$ cat src/core/snsal_pkg.sv
// sensor alarm status: shared constants, register map and carrier types
// assumes a 32-bit apb slave with word-aligned registers
package snsal_pkg;

    // converter reading width and channel order
    localparam int RDG_W = 8;
    localparam int NUM_CH = 3;
    localparam int CH_PIN0 = 0;
    localparam int CH_PIN1 = 1;
    localparam int CH_TEMP = 2;

    // captured extremes are three bits wide
    localparam int FLD_W = 3;

    // register indices as printed; byte address is four times the index
    localparam int ADDR_W = 12;
    localparam logic [7:0] IDX_FLAGS = 8'h57;
    localparam logic [7:0] IDX_EXTREMES = 8'h58;
    localparam logic [ADDR_W-1:0] ADDR_FLAGS = {2'b00, IDX_FLAGS, 2'b00};
    localparam logic [ADDR_W-1:0] ADDR_EXTREMES = {2'b00, IDX_EXTREMES, 2'b00};
    localparam logic [ADDR_W-1:0] ADDR_IRQ_STATUS = 12'h170;
    localparam logic [ADDR_W-1:0] ADDR_IRQ_MASK = 12'h174;

    // alarm flag layout: channel c owns bits 2c+1 (over) and 2c (under)
    localparam int NUM_FLAGS = 2 * NUM_CH;
    localparam int FLAG_TEMP_OVER = 5;
    localparam int FLAG_TEMP_UNDER = 4;
    localparam int FLAG_PIN1_OVER = 3;
    localparam int FLAG_PIN1_UNDER = 2;
    localparam int FLAG_PIN0_OVER = 1;
    localparam int FLAG_PIN0_UNDER = 0;

    // extremes register layout
    localparam int PEAK_LSB = 4;
    localparam int TROUGH_LSB = 0;
    localparam int SPARE_HI_BIT = 7;
    localparam int SPARE_LO_BIT = 3;

    // reset values
    localparam logic [NUM_FLAGS-1:0] FLAGS_RESET = 6'h00;
    localparam logic [FLD_W-1:0] PEAK_RESET = 3'h0;
    localparam logic [FLD_W-1:0] TROUGH_RESET = 3'h7;
    localparam logic [NUM_FLAGS-1:0] MASK_RESET = 6'h00;

    // programmed limits of one channel
    typedef struct packed {
        logic [RDG_W-1:0] upper;
        logic [RDG_W-1:0] lower;
    } snsal_lim_s;

    // one compare result, registered
    typedef struct packed {
        logic over;
        logic under;
        logic [FLD_W-1:0] code;
    } snsal_hit_s;

endpackage : snsal_pkg

$ cat src/core/snsal_cmp.sv
// sensor alarm status: window comparator for one converter channel
// assumes reading and valid come from logic on the same clock
`timescale 1ns/100ps
`default_nettype none
module snsal_cmp (
    // clock and reset
    input wire logic clk,
    input wire logic rstn,
    // converter sample
    input wire logic [snsal_pkg::RDG_W-1:0] reading,
    input wire logic readingValid,
    // programmed limits
    input wire snsal_pkg::snsal_lim_s limits,
    // one-cycle result, one clock after the sample
    output snsal_pkg::snsal_hit_s hit
);
    snsal_pkg::snsal_hit_s next_hit;

    always_comb begin
        next_hit.over = readingValid && (reading > limits.upper);
        next_hit.under = readingValid && (reading < limits.lower);
        // the three-bit extreme keeps only the most significant bits
        next_hit.code = reading[snsal_pkg::RDG_W-1 -: snsal_pkg::FLD_W];
    end

    always_ff @(posedge clk or negedge rstn) begin
        if (!rstn) begin
            hit <= '0;
        end else begin
            hit <= next_hit;
        end
    end
endmodule : snsal_cmp
`default_nettype wire

$ cat src/core/sensor_alarm_status.sv
// sensor alarm status: clear-on-read alarm flags, first-pin extremes, apb slave and interrupt
// assumes readings, valids and limits arrive from logic on clk; apb master on clk
//
// Contract
// - temperature above upper threshold sets flag bit 5; read clears it
// - temperature below lower threshold sets flag bit 4; read clears it
// - second pin above upper threshold sets flag bit 3; read clears it
// - second pin below lower threshold sets flag bit 2; read clears it
// - first pin above upper threshold sets flag bit 1; read clears it
// - first pin below lower threshold sets flag bit 0; read clears it
// - bits 6:4 hold highest first-pin reading while over; reset and read give 0
// - bits 2:0 hold lowest first-pin reading while under; reset and read give 7
`timescale 1ns/100ps
`default_nettype none
module sensor_alarm_status (
    // clock and reset
    input wire logic clk,
    input wire logic rstn,
    // apb slave
    input wire logic psel,
    input wire logic penable,
    input wire logic pwrite,
    input wire logic [snsal_pkg::ADDR_W-1:0] paddr,
    input wire logic [31:0] pwdata,
    output logic [31:0] prdata,
    output logic pready,
    output logic pslverr,
    // converter readings, index by channel (pin0, pin1, temperature)
    input wire logic [snsal_pkg::NUM_CH-1:0][snsal_pkg::RDG_W-1:0] reading,
    input wire logic [snsal_pkg::NUM_CH-1:0] readingValid,
    // programmed limits per channel
    input wire snsal_pkg::snsal_lim_s [snsal_pkg::NUM_CH-1:0] limits,
    // interrupt
    output logic irq
);

    // compare results
    snsal_pkg::snsal_hit_s [snsal_pkg::NUM_CH-1:0] hit;
    logic [snsal_pkg::NUM_FLAGS-1:0] alarmEvt;

    // register state
    logic [snsal_pkg::NUM_FLAGS-1:0] flags;
    logic [snsal_pkg::FLD_W-1:0] peak;
    logic [snsal_pkg::FLD_W-1:0] trough;
    logic spareHi;
    logic spareLo;
    logic [snsal_pkg::NUM_FLAGS-1:0] irqStatus;
    logic [snsal_pkg::NUM_FLAGS-1:0] irqMask;

    // bus decode
    logic setupPhase;
    logic accessDone;
    logic rdDone;
    logic wrDone;
    logic mapped;
    logic [31:0] readMux;

    // next values
    logic [snsal_pkg::NUM_FLAGS-1:0] next_flags;
    logic [snsal_pkg::FLD_W-1:0] next_peak;
    logic [snsal_pkg::FLD_W-1:0] next_trough;

    // one comparator per channel; channel c maps onto flag bits 2c+1 and 2c
    for (genvar c = 0; c < snsal_pkg::NUM_CH; c++) begin : g_ch
        snsal_cmp u_cmp (
            .clk(clk),
            .rstn(rstn),
            .reading(reading[c]),
            .readingValid(readingValid[c]),
            .limits(limits[c]),
            .hit(hit[c])
        );
        assign alarmEvt[2*c+1] = hit[c].over;
        assign alarmEvt[2*c] = hit[c].under;
    end

    // zero-wait slave: read data is latched in the setup cycle and shown in access
    assign pready = 1'b1;
    assign setupPhase = psel && !penable;
    assign accessDone = psel && penable;
    assign rdDone = accessDone && !pwrite;
    assign wrDone = accessDone && pwrite;

    always_comb begin
        mapped = 1'b1;
        readMux = '0;
        unique case (paddr)
            snsal_pkg::ADDR_FLAGS: begin
                readMux[snsal_pkg::NUM_FLAGS-1:0] = flags;
            end
            snsal_pkg::ADDR_EXTREMES: begin
                readMux[snsal_pkg::SPARE_HI_BIT] = spareHi;
                readMux[snsal_pkg::PEAK_LSB +: snsal_pkg::FLD_W] = peak;
                readMux[snsal_pkg::SPARE_LO_BIT] = spareLo;
                readMux[snsal_pkg::TROUGH_LSB +: snsal_pkg::FLD_W] = trough;
            end
            snsal_pkg::ADDR_IRQ_STATUS: begin
                readMux[snsal_pkg::NUM_FLAGS-1:0] = irqStatus;
            end
            snsal_pkg::ADDR_IRQ_MASK: begin
                readMux[snsal_pkg::NUM_FLAGS-1:0] = irqMask;
            end
            default: begin
                mapped = 1'b0;
            end
        endcase
    end

    always_ff @(posedge clk or negedge rstn) begin
        if (!rstn) begin
            prdata <= '0;
            pslverr <= 1'b0;
        end else if (setupPhase) begin
            prdata <= pwrite ? 32'h0000_0000 : readMux;
            pslverr <= !mapped;
        end
    end

    // clear-on-read acts only on bits that the master actually saw in prdata,
    // so an alarm raised between setup and access is never dropped
    always_comb begin
        next_flags = flags;
        if (rdDone && paddr == snsal_pkg::ADDR_FLAGS) begin
            next_flags = flags & ~prdata[snsal_pkg::NUM_FLAGS-1:0];
        end
        next_flags = next_flags | alarmEvt;
    end

    always_ff @(posedge clk or negedge rstn) begin
        if (!rstn) begin
            flags <= snsal_pkg::FLAGS_RESET;
        end else begin
            flags <= next_flags;
        end
    end

    // first-pin extremes; a read restores the idle code only if the field
    // still holds the value that was shown, and a fresh capture wins
    always_comb begin
        next_peak = peak;
        next_trough = trough;
        if (rdDone && paddr == snsal_pkg::ADDR_EXTREMES) begin
            if (peak == prdata[snsal_pkg::PEAK_LSB +: snsal_pkg::FLD_W]) begin
                next_peak = snsal_pkg::PEAK_RESET;
            end
            if (trough == prdata[snsal_pkg::TROUGH_LSB +: snsal_pkg::FLD_W]) begin
                next_trough = snsal_pkg::TROUGH_RESET;
            end
        end
        if (hit[snsal_pkg::CH_PIN0].over && hit[snsal_pkg::CH_PIN0].code > next_peak) begin
            next_peak = hit[snsal_pkg::CH_PIN0].code;
        end
        if (hit[snsal_pkg::CH_PIN0].under && hit[snsal_pkg::CH_PIN0].code < next_trough) begin
            next_trough = hit[snsal_pkg::CH_PIN0].code;
        end
    end

    always_ff @(posedge clk or negedge rstn) begin
        if (!rstn) begin
            peak <= snsal_pkg::PEAK_RESET;
            trough <= snsal_pkg::TROUGH_RESET;
        end else begin
            peak <= next_peak;
            trough <= next_trough;
        end
    end

    // spare bits of the extremes register are plain storage
    always_ff @(posedge clk or negedge rstn) begin
        if (!rstn) begin
            spareHi <= 1'b0;
            spareLo <= 1'b0;
        end else if (wrDone && paddr == snsal_pkg::ADDR_EXTREMES) begin
            spareHi <= pwdata[snsal_pkg::SPARE_HI_BIT];
            spareLo <= pwdata[snsal_pkg::SPARE_LO_BIT];
        end
    end

    // interrupt: sticky copy of every alarm, write one to clear, set beats clear
    always_ff @(posedge clk or negedge rstn) begin
        if (!rstn) begin
            irqStatus <= '0;
        end else if (wrDone && paddr == snsal_pkg::ADDR_IRQ_STATUS) begin
            irqStatus <= (irqStatus & ~pwdata[snsal_pkg::NUM_FLAGS-1:0]) | alarmEvt;
        end else begin
            irqStatus <= irqStatus | alarmEvt;
        end
    end

    always_ff @(posedge clk or negedge rstn) begin
        if (!rstn) begin
            irqMask <= snsal_pkg::MASK_RESET;
        end else if (wrDone && paddr == snsal_pkg::ADDR_IRQ_MASK) begin
            irqMask <= pwdata[snsal_pkg::NUM_FLAGS-1:0];
        end
    end

    // mask bit high lets the matching status bit through
    always_ff @(posedge clk or negedge rstn) begin
        if (!rstn) begin
            irq <= 1'b0;
        end else begin
            irq <= |(irqStatus & irqMask);
        end
    end

endmodule : sensor_alarm_status
`default_nettype wire

$ cat config.mk
export PLATFORM = sky130hd
export DESIGN_NAME = sensor_alarm_status
export DESIGN_NICKNAME = d
export VERILOG_FILES = /design/src/core/snsal_pkg.sv /design/src/core/snsal_cmp.sv /design/src/core/sensor_alarm_status.sv
export SDC_FILE = /design/constraint.sdc
export NUM_CORES = 1
export LEC_CHECK = 0
export ABC_CLOCK_PERIOD_IN_PS = 2650
export BUFFER_PORTS_ARGS = -buffer_cell sky130_fd_sc_hd__buf_2
export CAP_MARGIN = 20
export CORE_MARGIN = 2
export CORE_UTILIZATION = 48
export DETAILED_ROUTE_END_ITERATION = 10
export GPL_TIMING_DRIVEN = 0
export PLACE_DENSITY = 0.82
export SLEW_MARGIN = 0
export SYNTH_ARGS = -nofsm -noshare
export SYNTH_HDL_FRONTEND = slang
export SYNTH_SLANG_ARGS = --single-unit
export TNS_END_PERCENT = 5
$ cat constraint.sdc
create_clock -name clk -period 2.65 [get_ports clk]
set_clock_uncertainty 0.15 [all_clocks]
set_input_delay 0 -clock clk [delete_from_list [all_inputs] [get_ports clk]]
set_output_delay 0 -clock clk [all_outputs]
set_load 0.03 [all_outputs]
==> impl_metrics.toml <==
[setup_path]
worstPathRequired_ns = 2.68
cp_slowest_stage_delay_ns = 0.55
slowest_stage = "or4b_4"
r2r_setup_slack_ns = 0.13
critPathTopFamily = "simple AND/OR/NAND/NOR gates"
regToRegEndpoint = "trough[1]"
worstSetupEndpointType = "flip-flop"
cp.depth = 10
r2r_cells = 9
crit_fanout = 5
startpoint_type = "input port"
crit_chain = "dlygate4sd3_1 -> buf_2 -> or4b_4 -> or3_4 -> nand2_1 -> ha_1 -> nor2b_1 -> o21ai_2 -> a21oi_4 -> mux2_4"
path_buf_inv = 2
arrival_ns = 2.63
reg2reg_from = "trough[0]"
worstSetupPathType = "in -> reg"

[sta]
maxSlewHeadroom_pct = 25.1
tightest_slew_ns = 1.11
rsz0062_at_grt = "true"
fmax_ghz = 0.385
hold_viol_final = 0
fin_crit_sh_pct = 98.1
setup_violations = 0
slew_violations = 0
finalCriticalPeriod_ns = 2.60
whs_ns = 0.00796
fin_setup_tns_ns = 0

[drt]
drt-initial-drc-count = 135
drtPass1Iterations = 4
finalWirelength_um = 8310
wire_per_inst_um = 13.0
antenna_left = 0
post-route-drc-count = 0
vias_per_cell = 5.05
via_count = 3230

[floorplanning]
core-area_um2 = 6870
rows = 30
initial_utilization_pct = 50.4
die-area_um2 = 7910
ios = 159
dieWidth_um = 88.9
fp.dieH_um = 88.9

[cts]
htreeDepth = 2
cts_sinks = 45
numCtsBuffers = 5
clk_path_buf_depth = 2
cts.clk_slew.worst_paths_ns = 0.07
cts_root_buf = "clkbuf_8"
clk_latency_ns = 0.29
cts_tree = "built"

[global_routing]
top_usage_layer = "met2"
grt_usage_pct = 22.1
met2_usage_pct = 41.2
first_global_vias = 3169
antenna_found_initial = 0
use_met3_pct = 3.69
grt_pass1_wl_um = 13700
grt_max_degree = 46
overflow = 0
grtUsageMet1_pct = 25.5

[power_and_ir_drop]
power_switching_share_pct = 31.8
ir_drop_v = 0.000217
p_int_mw = 1.31
cellPowerDensity_nw_per_um2 = 414
switching_power_mw = 0.611
p_comb_share_pct = 35.3
seq_power_share_pct = 43.4
leakage_nw = 2.48
power_frac_clock_pct = 21.3

[cells_and_area]
fin_nets = 717
stdcell_count = 639
mostFrequentLayoutCells = "buf_2 (107), inv_1 (53), ha_1 (49), dfrtp_1 (42)"
mostFrequentLayoutCell = "buf_2"
diodes = 0
drive_gt1_share_pct = 30.6
area_growth_pct = 34.2

[synth]
synth_edf_count = 0
synth.cell_area_um2 = 3460
synth-seq-cells = 45
synth_cells = 375
avgSynthCellArea_um2 = 9.23
yosys.area.top_type = "dfrtp_1"
yosys_warnings = 0
synth_cell_types = 44
yosys_most_used_dff = "dfrtp_1"
ys_top_cells_by_area = "dfrtp_1 (30%), ha_1 (18%), inv_1 (5.7%), buf_4 (5.4%), a21o_1 (4.1%)"
synth_top_area_share_pct = 30.4
synthArstFlopShare_pct = 100
yosysSeqAreaShare_pct = 32.6

[place]
place_congestion = 0.851
port_buffers = 107
dp.cells = 601
dp_hpwl_um = 6390

[hold_path]
hold_depth = 4
holdCritPathClass = "in -> reg"
min-delay-start = "psel"
hold_end = "prdata[7]"

[status]
status = "finished, final reports clean"

[run]
drv_cap = 0
==> flip-flops by register name (all words and copies together), names as in the netlist <==
register and flops:
flags 6, g_ch.u_cmp.hit 9, irq 1, irqMask 6
irqStatus 6, peak 3, prdata 8, pslverr 1
spareHi 1, spareLo 1, trough 3
==> worst max path at each step <==
stage	startpoint	endpoint	slack, ns
5_1_grt	paddr[2]	peak[1]	-0.03
3_5_place_dp	paddr[0]	trough[1]	-0.31
6_report	pwrite	peak[0]	0.05
3_3_place_gp	paddr[0]	peak[0]	-0.22
2_1_floorplan	paddr[0]	peak[0]	-0.04
4_1_cts	pwrite	trough[1]	0.006
==> metrics by stage <==
stage / worst slack [ns] / utilization, % / instance area, um2 / power (mW)
3_3_place_gp: -0.217 / 61.5 / 4220 / 1.42
5_1_grt: -0.0307 / 67.6 / 4640 / 2.07
3_5_place_dp: -0.307 / 61.5 / 4220 / 1.46
2_1_floorplan: -0.0442 / - / 3570 / 1.26
6_report: 0.0515 / 67.6 / 4640 / 1.92
4_1_cts: 0.00566 / 66.4 / 4560 / 1.89
==> cells in the mapped netlist (all sizes together), types with 2 or more instances <==
cell type,count
xnor2,6
clkbuf,4
conb,2
o32a,2
dfstp,3
buf,26
o2bb2ai,6
mux2i,6
a31oi,3
mux2,9
nand3,8
or4,2
nand2,30
o21ai,21
nor2,8
dfrtp,42
a21o,19
nand4,7
o21a,7
o31ai,4
nor3,2
ha,50
a211oi,4
a21boi,6
o21bai,3
nand2b,4
nor2b,5
a22oi,9
a21oi,14
inv,53
==> kinds of logic (layout without fill, tap and decap cells) <==
group           after synthesis  count (layout)  synth area share [%]
mux                          15              15                  4.66
other cells                   2              25                 0.217
xor+xnor                      6               6                  1.52
buf+inv                      83             228                  11.7
compound gates               98              98                  19.0
fa+ha+maj                    50              50                  18.1
simple gates                 76              76                  12.2
flops                        45              45                  32.6
==> power groups by stage <==
stage	Sequential [mW]	Clock (mW)	Combinational, mW
2_1_floorplan	0.822	0	0.437
3_3_place_gp	0.844	0	0.576
3_5_place_dp	0.848	0	0.610
4_1_cts	0.835	0.419	0.640
5_1_grt	0.843	0.455	0.767
6_report	0.834	0.408	0.678
==> area by class of cell <==
class	instances	area [um2]
Buffer	30	210
Timing Repair Buffer	138	846
Fill cell	546	2220
Tap cell	96	120
Sequential cell	45	1130
Multi-Input combinational cell	270	2050
Clock buffer	7	86.3
Inverter	53	199
==> timing repair <==
action / in CTS / in global routing
resized for setup: 0 / 6
endpoints found under the hold margin: 68 / 5
hold buffers: 25 / 1
endpoints found under the setup margin: 0 / 5
setup buffers: 0 / 4
==> metal layers <==
| metal | wire length, um | vias up | share of wire, % |
|---|---|---|---|
| met5 | 0 | - | 0 |
| li1 | - | 1596 | - |
| met2 | 4340 | 123 | 52 |
| met1 | 3280 | 1497 | 39 |
| met4 | 131 | 0 | 1.6 |
| met3 | 561 | 14 | 6.7 |
==> worst min-delay path: cells and delay by family <==
family | cells | cell delay (ns)
AOI/OAI and AO/OA | 1 | 0.07
buffers and inverters | 1 | 0.13
and+or+nand+nor | 2 | 0.21
(Power assumes the default switching activity.)
